**config.mk**
```make
export PLATFORM = sky130hd
export DESIGN_NAME = wct_top
export DESIGN_NICKNAME = d
export VERILOG_FILES = /design/src/inc/wct_pkg.sv /design/src/wct_top.sv /design/src/wct_capture.sv /design/src/wct_fault.sv
export SDC_FILE = /design/constraint.sdc
export NUM_CORES = 1
export LEC_CHECK = 0
export BUFFER_PORTS_ARGS = -buffer_cell sky130_fd_sc_hd__buf_2
export CELL_PAD_IN_SITES_DETAIL_PLACEMENT = 1
export CELL_PAD_IN_SITES_GLOBAL_PLACEMENT = 1
export CORE_MARGIN = 8
export CORE_UTILIZATION = 48
export CTS_CLUSTER_SIZE = 16
export DETAILED_ROUTE_END_ITERATION = 12
export GPL_TIMING_DRIVEN = 0
export PLACE_DENSITY = 0.79
export SYNTH_ARGS = -nofsm -noshare
export SYNTH_HDL_FRONTEND = slang
export SYNTH_SLANG_ARGS = --single-unit
```
**constraint.sdc**
```tcl
create_clock -name clk_i -period 5.27 [get_ports clk_i]
set_input_delay 0.7905 -clock clk_i [delete_from_list [all_inputs] [get_ports clk_i]]
set_output_delay 0.7905 -clock clk_i [all_outputs]
set_load 0.1 [all_outputs]
```
**src/inc/wct_pkg.sv**
```systemverilog
package wct_pkg;
	localparam int CW = 24;
	localparam int NCH = 4;
	localparam int AW = 8;
	localparam int DW = 32;
	localparam int CAPM_W = 3;
	localparam logic [7:0] ADDR_CTRL = 8'h00;
	localparam logic [7:0] ADDR_PER = 8'h04;
	localparam logic [7:0] ADDR_COUNT = 8'h08;
	localparam logic [7:0] ADDR_CAPMODE = 8'h0C;
	localparam logic [7:0] ADDR_STATUS = 8'h10;
	localparam logic [7:0] ADDR_MASK = 8'h14;
	localparam logic [3:0] ADDR_CC_BANK = 4'h2;
	localparam int CTRL_EN = 0;
	localparam int CTRL_STDBY = 1;
	localparam int CTRL_WAVE = 2;
	localparam int CTRL_FINV = 4;
	localparam int CTRL_FFILT = 5;
	localparam int CTRL_BLANK = 6;
	localparam int CTRL_KEEP = 7;
	localparam int CTRL_QUAL = 8;
	localparam int CTRL_RESTART = 9;
	localparam int CTRL_BLEN = 12;
	localparam int CTRL_W = 16;
	localparam int ST_OVF = 0;
	localparam int ST_FAULT = 1;
	localparam int ST_CAP0 = 2;
	localparam int ST_W = 6;
	localparam int FILT_LEN = 3;
	localparam logic [15:0] CTRL_RST = 16'h0000;
	localparam logic [23:0] PER_RST = 24'hFF_FFFF;
	localparam logic [23:0] CC_RST = 24'h00_0000;
	localparam logic [11:0] CAPMODE_RST = 12'h000;
	localparam logic [5:0] MASK_RST = 6'h00;
	typedef enum logic [1:0] {
		WAVE_NORMAL = 2'h0,
		WAVE_DUAL_SLOPE = 2'h1,
		WAVE_TWO_RAMP = 2'h2
	} wct_wave_t;
	typedef enum logic [2:0] {
		CAPM_COMPARE = 3'h0,
		CAPM_BASIC = 3'h1,
		CAPM_MINIMUM = 3'h2,
		CAPM_MAXIMUM = 3'h3,
		CAPM_LOCAL_MIN = 3'h4,
		CAPM_LOCAL_MAX = 3'h5,
		CAPM_DERIVATIVE = 3'h6
	} wct_capm_t;
	typedef enum logic [1:0] {
		ST_RAMP_A = 2'h0,
		ST_RAMP_B = 2'h1,
		ST_DOWN = 2'h2
	} wct_state_t;
endpackage

```
**src/wct_top.sv**
```systemverilog
// What this block does
// - Advanced capture needs all higher channels advanced.
// - Two-ramp fault at period end restarts twice.
// - Channel match DMA triggers never fire.
// - First-increment fault escapes blanking window.
// - Dual-slope retrigger leaves the counter alone.
// - Two-ramp end event fires every ramp.
// - Changing the standby bit while enabled stalls bus.
// - Inverted fault input is never filtered.
`timescale 1ns/1ps
`default_nettype none
module wct_top (
	input  wire logic        clk_i,
	input  wire logic        rst_i,
	input  wire logic [7:0]  addr_i,
	input  wire logic [31:0] wdata_i,
	input  wire logic        wr_i,
	input  wire logic        rd_i,
	output logic [31:0]      rdata_o,
	input  wire logic        fault_i,
	input  wire logic        retrig_i,
	input  wire logic [3:0]  cap_evt_i,
	input  wire logic        standby_i,
	output logic [3:0]       wo_o,
	output logic [3:0]       match_trig_o,
	output logic             ovf_trig_o,
	output logic             end_evt_o,
	output logic             stall_o,
	output logic             irq_o
);
	logic [15:0]         ctrl_reg;
	logic [23:0]         per_reg;
	logic [23:0]         count_reg;
	logic [23:0]         count_next;
	logic [23:0]         cc_reg [4];
	logic [23:0]         cap_val [4];
	logic [11:0]         capmode_reg;
	logic [5:0]          status_reg;
	logic [5:0]          mask_reg;
	logic [5:0]          status_set;
	logic [5:0]          status_clr;
	logic [3:0]          blank_reg;
	logic [3:0]          wo_reg;
	logic [3:0]          cmp;
	logic [3:0]          cap_w;
	logic [3:0]          adv;
	logic [3:0]          adv_ok;
	logic [31:0]         rdata_reg;
	logic                stall_reg;
	logic                hold_reg;
	logic                fprev_reg;
	logic                redo_reg;
	logic                ovf_reg;
	logic                end_reg;
	wct_pkg::wct_state_t state_reg;
	wct_pkg::wct_state_t state_next;
	wct_pkg::wct_wave_t  mode;
	logic                wr_ok;
	logic                rd_ok;
	logic                run;
	logic                top;
	logic                bot;
	logic                up;
	logic                ovf_w;
	logic                end_w;
	logic                fq;
	logic                blanked;
	logic                fact;
	logic                feff;
	logic                dbl_w;
	logic                restart_w;
	logic                stdby_wr;

	// A stalled bus stays dead until reset, as the real part hangs its peripheral bus.
	assign wr_ok = wr_i && !stall_reg;
	assign rd_ok = rd_i && !stall_reg;
	assign mode = wct_pkg::wct_wave_t'(ctrl_reg[wct_pkg::CTRL_WAVE+:2]);
	assign run = ctrl_reg[wct_pkg::CTRL_EN] && !(standby_i && !ctrl_reg[wct_pkg::CTRL_STDBY]);
	assign top = count_reg == per_reg;
	assign bot = count_reg == 24'h00_0000;
	assign up = state_reg != wct_pkg::ST_DOWN;
	assign stdby_wr = wr_ok && (addr_i == wct_pkg::ADDR_CTRL) && ctrl_reg[wct_pkg::CTRL_EN]
		&& (wdata_i[wct_pkg::CTRL_STDBY] != ctrl_reg[wct_pkg::CTRL_STDBY]);

	wct_fault u_fault (
		.clk_i     (clk_i),
		.rst_i     (rst_i),
		.fault_i   (fault_i),
		.invert_i  (ctrl_reg[wct_pkg::CTRL_FINV]),
		.filt_en_i (ctrl_reg[wct_pkg::CTRL_FFILT]),
		.fault_o   (fq)
	);

	// The blanking window does not cover the very first up-count step.
	assign blanked = ctrl_reg[wct_pkg::CTRL_BLANK] && (blank_reg != 4'h0) && !(up && bot);
	assign fact = fq && !blanked && (!ctrl_reg[wct_pkg::CTRL_QUAL] || wo_reg[0]);
	assign feff = fact || (ctrl_reg[wct_pkg::CTRL_KEEP] && hold_reg);
	assign dbl_w = (mode == wct_pkg::WAVE_TWO_RAMP) && ctrl_reg[wct_pkg::CTRL_KEEP]
		&& ctrl_reg[wct_pkg::CTRL_QUAL] && ctrl_reg[wct_pkg::CTRL_RESTART]
		&& run && fact && !fprev_reg && top;
	assign restart_w = ctrl_reg[wct_pkg::CTRL_RESTART] && run
		&& ((fact && !fprev_reg) || redo_reg);

	always_comb
	begin
		count_next = count_reg;
		state_next = state_reg;
		ovf_w = 1'b0;
		end_w = 1'b0;
		if (run)
		begin
			unique case (state_reg)
				wct_pkg::ST_RAMP_A:
				begin
					if (!top)
						count_next = count_reg + 24'h00_0001;
					else if (mode == wct_pkg::WAVE_DUAL_SLOPE)
					begin
						count_next = count_reg - 24'h00_0001;
						state_next = wct_pkg::ST_DOWN;
					end
					else
					begin
						count_next = 24'h00_0000;
						end_w = 1'b1;
						ovf_w = mode != wct_pkg::WAVE_TWO_RAMP;
						if (mode == wct_pkg::WAVE_TWO_RAMP)
							state_next = wct_pkg::ST_RAMP_B;
					end
				end
				wct_pkg::ST_RAMP_B:
				begin
					if (!top)
						count_next = count_reg + 24'h00_0001;
					else
					begin
						count_next = 24'h00_0000;
						state_next = wct_pkg::ST_RAMP_A;
						ovf_w = 1'b1;
						end_w = 1'b1;
					end
				end
				wct_pkg::ST_DOWN:
				begin
					if (!bot)
						count_next = count_reg - 24'h00_0001;
					else
					begin
						count_next = count_reg + 24'h00_0001;
						state_next = wct_pkg::ST_RAMP_A;
						ovf_w = 1'b1;
						end_w = 1'b1;
					end
				end
				default: state_next = wct_pkg::ST_RAMP_A;
			endcase
			// Dual-slope ignores retrigger events entirely.
			if (restart_w || (retrig_i && (mode != wct_pkg::WAVE_DUAL_SLOPE)))
				count_next = 24'h00_0000;
		end
	end

	always_ff @(posedge clk_i)
	begin
		if (rst_i)
		begin
			count_reg <= 24'h00_0000;
			state_reg <= wct_pkg::ST_RAMP_A;
			ovf_reg <= 1'b0;
			end_reg <= 1'b0;
		end
		else
		begin
			count_reg <= count_next;
			state_reg <= state_next;
			ovf_reg <= ovf_w;
			end_reg <= end_w;
		end
	end

	always_ff @(posedge clk_i)
	begin
		if (rst_i)
		begin
			blank_reg <= 4'h0;
			hold_reg <= 1'b0;
			fprev_reg <= 1'b0;
			redo_reg <= 1'b0;
		end
		else
		begin
			if (end_w || restart_w)
				blank_reg <= ctrl_reg[wct_pkg::CTRL_BLEN+:4];
			else if (run && (blank_reg != 4'h0))
				blank_reg <= blank_reg - 4'h1;
			if (fact)
				hold_reg <= 1'b1;
			else if (end_w)
				hold_reg <= 1'b0;
			fprev_reg <= fact;
			redo_reg <= dbl_w;
		end
	end

	genvar i;
	generate
		for (i = 0; i < wct_pkg::NCH; i++)
		begin : g_ch
			assign adv[i] = (capmode_reg[3*i+:3] >= wct_pkg::CAPM_MINIMUM)
				&& (capmode_reg[3*i+:3] <= wct_pkg::CAPM_DERIVATIVE);
			if (i == wct_pkg::NCH - 1)
			begin : g_last
				assign adv_ok[i] = 1'b1;
			end
			else
			begin : g_lower
				assign adv_ok[i] = adv_ok[i+1] && adv[i+1];
			end
			assign cmp[i] = count_reg < cc_reg[i];
			wct_capture u_cap (
				.clk_i    (clk_i),
				.rst_i    (rst_i),
				.mode_i   (capmode_reg[3*i+:3]),
				.adv_ok_i (adv_ok[i]),
				.evt_i    (cap_evt_i[i]),
				.count_i  (count_reg),
				.cc_i     (cc_reg[i]),
				.cap_o    (cap_w[i]),
				.val_o    (cap_val[i])
			);
			always_ff @(posedge clk_i)
			begin
				if (rst_i)
					cc_reg[i] <= wct_pkg::CC_RST;
				else if (cap_w[i])
					cc_reg[i] <= cap_val[i];
				else if (wr_ok && (addr_i[7:4] == wct_pkg::ADDR_CC_BANK)
					&& (addr_i[3:2] == 2'(i)) && (addr_i[1:0] == 2'h0))
					cc_reg[i] <= wdata_i[23:0];
			end
		end
	endgenerate

	always_ff @(posedge clk_i)
	begin
		if (rst_i)
			wo_reg <= 4'h0;
		else
			wo_reg <= cmp & {4{!feff}};
	end

	// Only enable and standby stay writable while running; standby is not protected.
	always_ff @(posedge clk_i)
	begin
		if (rst_i)
			ctrl_reg <= wct_pkg::CTRL_RST;
		else if (wr_ok && (addr_i == wct_pkg::ADDR_CTRL))
		begin
			if (ctrl_reg[wct_pkg::CTRL_EN])
			begin
				ctrl_reg[wct_pkg::CTRL_EN] <= wdata_i[wct_pkg::CTRL_EN];
				ctrl_reg[wct_pkg::CTRL_STDBY] <= wdata_i[wct_pkg::CTRL_STDBY];
			end
			else
				ctrl_reg <= wdata_i[15:0];
		end
	end

	always_ff @(posedge clk_i)
	begin
		if (rst_i)
			stall_reg <= 1'b0;
		else if (stdby_wr)
			stall_reg <= 1'b1;
	end

	always_ff @(posedge clk_i)
	begin
		if (rst_i)
		begin
			per_reg <= wct_pkg::PER_RST;
			capmode_reg <= wct_pkg::CAPMODE_RST;
			mask_reg <= wct_pkg::MASK_RST;
		end
		else if (wr_ok)
		begin
			if (addr_i == wct_pkg::ADDR_PER)
				per_reg <= wdata_i[23:0];
			if (addr_i == wct_pkg::ADDR_CAPMODE)
				capmode_reg <= wdata_i[11:0];
			if (addr_i == wct_pkg::ADDR_MASK)
				mask_reg <= wdata_i[5:0];
		end
	end

	// A new event in the clearing cycle survives because set is applied last.
	assign status_set = {cap_w, fact && !fprev_reg, ovf_w};
	assign status_clr = (wr_ok && (addr_i == wct_pkg::ADDR_STATUS)) ? wdata_i[5:0] : 6'h00;

	always_ff @(posedge clk_i)
	begin
		if (rst_i)
			status_reg <= 6'h00;
		else
			status_reg <= (status_reg & ~status_clr) | status_set;
	end

	always_ff @(posedge clk_i)
	begin
		if (rst_i || !rd_ok)
			rdata_reg <= 32'h0000_0000;
		else if ((addr_i[7:4] == wct_pkg::ADDR_CC_BANK) && (addr_i[1:0] == 2'h0))
			rdata_reg <= {8'h00, cc_reg[addr_i[3:2]]};
		else
		begin
			unique case (addr_i)
				wct_pkg::ADDR_CTRL: rdata_reg <= {16'h0000, ctrl_reg};
				wct_pkg::ADDR_PER: rdata_reg <= {8'h00, per_reg};
				wct_pkg::ADDR_COUNT: rdata_reg <= {8'h00, count_reg};
				wct_pkg::ADDR_CAPMODE: rdata_reg <= {20'h0_0000, capmode_reg};
				wct_pkg::ADDR_STATUS: rdata_reg <= {26'h000_0000, status_reg};
				wct_pkg::ADDR_MASK: rdata_reg <= {26'h000_0000, mask_reg};
				default: rdata_reg <= 32'h0000_0000;
			endcase
		end
	end

	assign rdata_o = rdata_reg;
	assign wo_o = wo_reg;
	assign match_trig_o = 4'h0;
	assign ovf_trig_o = ovf_reg;
	assign end_evt_o = end_reg;
	assign stall_o = stall_reg;
	assign irq_o = |(status_reg & mask_reg);

	chk_double_restart: assert property (@(posedge clk_i) disable iff (rst_i)
		dbl_w |-> restart_w ##1 restart_w) else $error("second restart missing");
	chk_match_dma_idle: assert property (@(posedge clk_i) disable iff (rst_i)
		(cap_w != 4'h0) |-> match_trig_o == 4'h0) else $error("match dma trigger raised");
	chk_first_inc_fault: assert property (@(posedge clk_i) disable iff (rst_i)
		(ctrl_reg[wct_pkg::CTRL_BLANK] && up && bot && fq && !ctrl_reg[wct_pkg::CTRL_QUAL])
		|-> fact) else $error("first increment fault was blanked");
	chk_dual_retrigger: assert property (@(posedge clk_i) disable iff (rst_i)
		(run && (mode == wct_pkg::WAVE_DUAL_SLOPE) && retrig_i && !top && !restart_w
		&& (state_reg == wct_pkg::ST_RAMP_A)) |=> count_reg == $past(count_reg) + 24'h00_0001)
		else $error("dual slope retrigger moved counter");
	chk_ramp_end_event: assert property (@(posedge clk_i) disable iff (rst_i)
		(run && (mode == wct_pkg::WAVE_TWO_RAMP) && (state_reg == wct_pkg::ST_RAMP_A) && top)
		|=> end_evt_o && !ovf_trig_o && (state_reg == wct_pkg::ST_RAMP_B))
		else $error("first ramp end event wrong");
	chk_standby_stall: assert property (@(posedge clk_i) disable iff (rst_i)
		stdby_wr |=> stall_o && (ctrl_reg[wct_pkg::CTRL_STDBY] == $past(wdata_i[1])))
		else $error("standby write did not stall");
	chk_stall_dead_bus: assert property (@(posedge clk_i) disable iff (rst_i)
		(stall_o && rd_i) |=> (rdata_o == 32'h0000_0000) && stall_o)
		else $error("stalled bus answered");
	chk_irq_level: assert property (@(posedge clk_i) disable iff (rst_i)
		(ovf_w && mask_reg[wct_pkg::ST_OVF]) |=> irq_o) else $error("overflow interrupt missing");
endmodule
`default_nettype wire

```
**src/wct_capture.sv**
```systemverilog
`timescale 1ns/1ps
`default_nettype none
module wct_capture (
	input  wire logic        clk_i,
	input  wire logic        rst_i,
	input  wire logic [2:0]  mode_i,
	input  wire logic        adv_ok_i,
	input  wire logic        evt_i,
	input  wire logic [23:0] count_i,
	input  wire logic [23:0] cc_i,
	output logic             cap_o,
	output logic [23:0]      val_o
);
	logic take;
	logic adv;

	assign adv = (mode_i >= wct_pkg::CAPM_MINIMUM) && (mode_i <= wct_pkg::CAPM_DERIVATIVE);

	always_comb
	begin
		take = 1'b0;
		case (mode_i)
			wct_pkg::CAPM_BASIC: take = evt_i;
			wct_pkg::CAPM_MINIMUM, wct_pkg::CAPM_LOCAL_MIN: take = evt_i && (count_i < cc_i);
			wct_pkg::CAPM_MAXIMUM, wct_pkg::CAPM_LOCAL_MAX: take = evt_i && (count_i > cc_i);
			wct_pkg::CAPM_DERIVATIVE: take = evt_i;
			default: take = 1'b0;
		endcase
		// An advanced mode is dead unless every higher channel is advanced too.
		if (adv && !adv_ok_i)
			take = 1'b0;
	end

	always_ff @(posedge clk_i)
	begin
		if (rst_i)
		begin
			cap_o <= 1'b0;
			val_o <= wct_pkg::CC_RST;
		end
		else
		begin
			cap_o <= take;
			if (take)
				val_o <= count_i;
		end
	end

	chk_adv_mode_gate: assert property (@(posedge clk_i) disable iff (rst_i)
		(evt_i && adv && !adv_ok_i) |=> !cap_o) else $error("advanced capture taken without support");
endmodule
`default_nettype wire

```
**src/wct_fault.sv**
```systemverilog
`timescale 1ns/1ps
`default_nettype none
module wct_fault (
	input  wire logic clk_i,
	input  wire logic rst_i,
	input  wire logic fault_i,
	input  wire logic invert_i,
	input  wire logic filt_en_i,
	output logic      fault_o
);
	logic [wct_pkg::FILT_LEN-1:0] hist_reg;

	always_ff @(posedge clk_i)
	begin
		if (rst_i)
			hist_reg <= '0;
		else
			hist_reg <= {hist_reg[wct_pkg::FILT_LEN-2:0], fault_i};
	end

	// The filter only ever sees the raw polarity, so an inverted input passes unfiltered.
	always_ff @(posedge clk_i)
	begin
		if (rst_i)
			fault_o <= 1'b0;
		else if (invert_i)
			fault_o <= ~fault_i;
		else if (!filt_en_i)
			fault_o <= fault_i;
		else if (&hist_reg)
			fault_o <= 1'b1;
		else if (~|hist_reg)
			fault_o <= 1'b0;
	end

	chk_invert_unfiltered: assert property (@(posedge clk_i) disable iff (rst_i)
		invert_i |=> fault_o == !$past(fault_i)) else $error("inverted fault not passed raw");
	chk_filter_glitch: assert property (@(posedge clk_i) disable iff (rst_i)
		(!invert_i && filt_en_i && !fault_o && !hist_reg[0]) |=> !fault_o)
		else $error("filtered fault rose too early");
endmodule
`default_nettype wire

```
### After elaboration in Yosys (flattened, before gate mapping)

Memory sizes are Yosys's and may differ from the RTL's.
Cells that the tools add are included.

| word-level totals | value |
|---|---|
| bits in registers | 240 |
| bits in writable memories | 96 |
| input port bits | 51 |
| logic and storage cells | 290 |
| memories | 1 |

| cells by class | value |
|---|---|
| $add $sub $neg | 3 |
| $lt $le $gt $ge | 16 |
| eq/ne operators | 47 |
| mux-type cells | 78 |
| bitwise gates (word level) | 15 |
| reduce and logical (&&, ||, !) cells | 102 |

Memories:

| name | words | width | read ports | clocked after memory_dff | wr ports | line | text |
|---|---|---|---|---|---|---|---|
| cc_reg | 4 | 24 | 5 | 0 | 4 | wct_top.sv:35 | `logic [23:0] cc_reg [4];` |

Operators with widths:

| operator | count |
|---|---|
| 2-to-1 mux 24 bit | 14 |
| case mux 24 bit (6 select lines) | 1 |
| greater-than comparator 24 bit | 4 |
| < comparator 24 bit | 4 |
| case mux 24 bit (3 select lines) | 1 |
| logical AND 1 bit | 53 |
| 2-to-1 mux 1 bit | 47 |
| equality test 3 bit (second input constant) | 12 |
| OR reduction 2 bit | 13 |
| adder 24 x 1 -> 24 bit (second input constant) | 1 |
| equality test 24 bit | 1 |
| equality test 3 x 2 -> 1 bit (second input constant) | 8 |
| logical NOT 24 bit | 1 |
| subtractor 24 x 1 -> 24 bit (second input constant) | 1 |
| case mux 1 bit (3 select lines) | 6 |
| equality test 8 x 4 -> 1 bit (second input constant) | 2 |
| equality test 8 x 5 -> 1 bit (second input constant) | 2 |
| bitwise AND 6 bit | 2 |
| equality test 3 x 1 -> 1 bit (second input constant) | 4 |
| >= comparator 3 x 2 -> 1 bit (second input constant) | 4 |
| <= comparator 3 bit (second input constant) | 4 |
| logical NOT 1 bit | 12 |
| 2-to-1 mux 2 bit | 5 |
| != test 2 bit (second input constant) | 5 |
| 27 further kinds | 54 |

### Longest topological paths before layout

| logic depth | value |
|---|---|
| depth in word-level cells | 13 |
| mapped depth | 13 |
| gate-level depth less buffers | 10 |

### Modules after synthesis

Synthesis repeated with hierarchy kept, for this count alone.

| unflattened totals | value |
|---|---|
| cells, all modules | 2,312 |
| area, all modules | 21,339.2 µm² |

Modules (own cells, without submodules):

| module | times used | cells an instance | area each (µm²) | sequential area each (µm²) |
|---|---|---|---|---|
| wct_top | 1 | 1,463 | 13,709.4 | 5,445.2 |
| wct_capture | 4 | 209 | 1,870.5 | 500.5 |
| wct_fault | 1 | 13 | 147.6 | 80.1 |

### Least setup slack after synthesis

Ideal clock, no wire load.

| path | value |
|---|---|
| path type | input port to flip-flop |
| start point | input port addr_i[2] |
| end point | memory cc_reg[0][0] (enable) |
| setup time | 0.442 ns |
| arrival time | 3.462 ns |
| required time | 4.828 ns |
| setup slack | 1.366 ns |
| stages on the path | 3 |
| cells stage by stage | clkbuf_1 > or4_1 > o31ai_1 |

RTL lines:

| element | line | text |
|---|---|---|
| start, declared | wct_top.sv:15 | `input wire logic [7:0] addr_i,` |
| end, declared | wct_top.sv:35 |  |

### Worst setup path after layout

| path | value |
|---|---|
| start point | register count_reg[16] |
| end point | register g_ch[1].u_cap.val_o[5] |

| between the ends | value |
|---|---|
| longest elaborated chain between the ends | 4 |
| elaborated cells on any way between the ends | 6 |
| classes of those cells | order compare: 2; mux: 2; reduce/logical: 2 |

RTL lines:

| element | line | text |
|---|---|---|
| start, declared | wct_top.sv:33 | `logic [23:0] count_reg;` |
| start signal, assigned | wct_top.sv:174 | `count_reg <= count_next;` |
| greater-than comparator 24 bit / < comparator 24 bit (equally long branches) | wct_capture.sv:25, wct_capture.sv:24 |  |
| logical AND 1 bit, on equally long branches | wct_capture.sv:25, wct_capture.sv:24 |  |
| case mux 1 bit (3 select lines) (*) | wct_capture.sv:22 | `case (mode_i)` |
| 2-to-1 mux 1 bit (*) | wct_capture.sv:30 | `if (adv && !adv_ok_i)` |
| end signal, assigned | wct_capture.sv:39 | `val_o <= wct_pkg::CC_RST;` |
| end signal, assigned | wct_capture.sv:45 | `val_o <= count_i;` |
| end, declared | wct_capture.sv:12 | `output logic [23:0] val_o` |

Every way passes the cells marked *; elsewhere a longest branch is shown, timed or not.
A chain may end at the register's enable or synchronous reset.

==> metrics.cfg <==
[status]
status=finished with violations
violations=capacitance limit

[route]
drc_errors=0
wl_met1_mm=29.4
wirelength_mm=70.9
viasPerCell=6.45
vias=16100
dr_wl_met2_mm=31.7
met3_length_mm=6.24
wire_per_inst_um=28.3
drt_iter0_markers=1820
highest_layer=met4
dr.pass1.iters=5
postRouteAntennaNets=0

[synthesis]
syn_avg_cell_area_um2=9.37
yosys_warnings=0
ys.flop_type=dfxtp_1
synth-async-reset-ratio_pct=0
syn_area_um2=17700
ys_types=83
ys_seq_area_share_pct=42.6
synth_edf_count=96
synth_seq_cells=328
syn-instance-count=1887

[timing]
tightest_slew_ns=1.48
slew_violations=0
setup_viol=0
fin_skew_ns=0.0243
min_period_ns=4.32
timing.fmax_ghz=0.231
finalCritPeriodShare_pct=82.1
timing_hold_violations_final=0
grt_setup_unrepaired=no
relSlewSlack_pct=0.272

[cts]
htreeDepth=2
cts_buffers=37
numClockSinks=328
clkTransAtPathRegs_ns=0.06
cts_buffer_depth=3
cts_tree=built
insertion_delay_ns=0.56
ctsHoldBuffers=0
cts_setup_buffers=0
cts_root_buf=clkbuf_16
cts.repair.resized=0

[grt]
grt_overflow=0
grt_max_degree=25
grt_pass1_wl_mm=106
grt_util_all_layers_pct=32.0
grt_pass1_vias=16600
grt_antenna_before_repair=0

[pwr]
switching_share_pct=24.6
power_frac_clock_pct=47.0
p_switching_mw=1.41
p_leak_nw=8.06
total_power_mw=5.75
powerDensity_nw_per_um2=287
internal_power_mw=4.34
seqPwrFrac_pct=46.5
max-vdd-ir-drop_mv=0.227
pwr-share-comb_pct=6.5

[setup_path]
crit_required_ns=5.73
critPathTopFamily=compound AO/OA/AOI/OAI gates
endpoint_kind=flip-flop
max_stage_delay_ns=1.04
cp_max_fo=10
crit_chain=ha_1, nand4_1, nor4_1, o311a_1, nor2_1, a31o_2, o221ai_2, buf_4, mux2i_1
crit_path_top_delay_cell=nor4_1
arrival_ns=4.79
worstSetupStartpointType=flip-flop
crit_type=reg -> reg
cp_num_buf_inv=1

[floorplanning]
core_um2=36400
io-pin-count=95
die_w_um=208
die_y_um=208
initial_core_util_pct=48.5
dieArea_um2=43200
row_count=70

[place]
dp_hpwl_mm=54.5
io_buffer_count=66
place.gp.congestion=0.951
placed_cells=2435

[layout]
drive_gt1_share_pct=10.8
synthToLayoutAreaGrowth_pct=13.1
fin_nets=2165
stdcell_count=2503
num_antenna_cells=0
n_fill_cell=4134

[run]
timing.max_cap.violations=1

[min_path]
holdCritPathClass=in -> reg

==> power groups by stage <==
stage | registers [mW] | logic (mW) | clock network (mW)
after floorplan | 2.73 | 0.194 | 0
after global placement | 2.73 | 0.344 | 0
after detailed placement | 2.73 | 0.362 | 0
after CTS | 2.67 | 0.364 | 2.71
after global routing | 2.68 | 0.387 | 2.81
final | 2.67 | 0.374 | 2.70
==> cell families after synthesis <==
family,Yosys count,share of synthesized area [%]
adders and majority gates,108,7.64
AOI/OAI and AO/OA,457,18.3
DFF,328,42.6
buffers and inverters,260,6.12
other,1,0.0212
muxes,98,7.25
and+or+nand+nor,598,16.3
xor gates and xnor gates,37,1.83
==> routing by layer <==
layer | GRT usage, % | up-vias
met3 | 5.43 | 166
li1 | - | 7106
met5 | 0 | -
met2 | 50.2 | 785
met1 | 42.4 | 8092
met4 | 15.9 | 0
==> metrics by stage <==
stage | utilization [%] | hold slack (ns) | setup TNS (ns) | instance area, um^2 | worst slack [ns]
floorplan | - | 0.432 | 0 | 17700 | 1.37
global placement | 51.2 | 0.445 | -14.50 | 18600 | -0.391
detailed placement | 51.4 | 0.456 | 0 | 18700 | 0.972
CTS | 54.9 | 0.420 | 0 | 20000 | 1.04
global route | 54.9 | 0.454 | 0 | 20000 | 0.947
finish | 54.9 | 0.442 | 0 | 20000 | 0.945
==> layout by cell type, fill, tap and decap left out, drive strengths merged, types with 7 or more instances in the layout <==
master,count
nand2,261
edfxtp,96
nor2b,19
a221oi,12
a21o,11
o21ai,56
nand2b,9
nand4,34
dfxtp,232
nor4,19
nor2,93
a211oi,10
nor3,30
a22o,100
xnor2,31
mux4,24
ha,108
buf,116
nand3,79
o32ai,7
o22ai,16
and3,13
a22oi,46
clkbuf,151
nand3b,8
conb,12
a31oi,17
inv,121
mux2i,74
o211ai,11
a21oi,118
==> area by class of cell <==
type | instances | area, um^2 | share of cell area (%)
plain buffers | 141 | 636 | 3.18
clock buffers | 57 | 1100 | 5.53
clock inverters | 11 | 146 | 0.732
inverters | 119 | 447 | 2.23
multi-input cells | 1310 | 9160 | 45.8
flip-flops and latches | 328 | 7530 | 37.6
well taps | 468 | 586 | 2.93
repair buffers | 69 | 388 | 1.94
==> synth_stat cells (all sizes together) (5+ instances only) <==
library cell / instances / area share [%]
nand2b: 9 / 0.32
a21o: 11 / 0.47
clkbuf: 94 / 2.0
and3: 13 / 0.46
nand2: 261 / 5.5
a211oi: 10 / 0.42
nor3: 30 / 0.91
inv: 119 / 2.5
o211ai: 11 / 0.47
o221ai: 6 / 0.37
o22ai: 16 / 0.57
nand4: 34 / 1.3
xor2: 6 / 0.30
mux2i: 74 / 4.2
dfxtp: 232 / 26
nor2b: 19 / 0.67
o32ai: 7 / 0.35
a31oi: 17 / 0.64
o31ai: 6 / 0.33
edfxtp: 96 / 16
buf: 47 / 1.6
o21ai: 56 / 1.6
nand3b: 8 / 0.34
a22oi: 46 / 2.0
a21oi: 118 / 3.3
nand3: 79 / 2.3
a221oi: 12 / 0.59
or3: 5 / 0.21
a22o: 100 / 5.0
a222oi: 5 / 0.28
nor4: 19 / 0.88
nor2: 93 / 2.0
xnor2: 31 / 1.5
ha: 108 / 7.6
mux4: 24 / 3.1
==> path summary, 6_finish.rpt <==
check                                from  cells past startpoint  slack, ns                      end
setup / recovery            count_reg[16]                      9       0.95   g_ch[1].u_cap.val_o[5]
hold / removal                    fault_i                      2       0.44          u_fault.fault_o
setup reg to reg            count_reg[16]                      9       0.95   g_ch[1].u_cap.val_o[5]
hold reg to reg   g_ch[2].u_cap.val_o[10]                      2       0.46  g_ch[2].u_cap.val_o[10]
(Power assumes the default switching activity.)
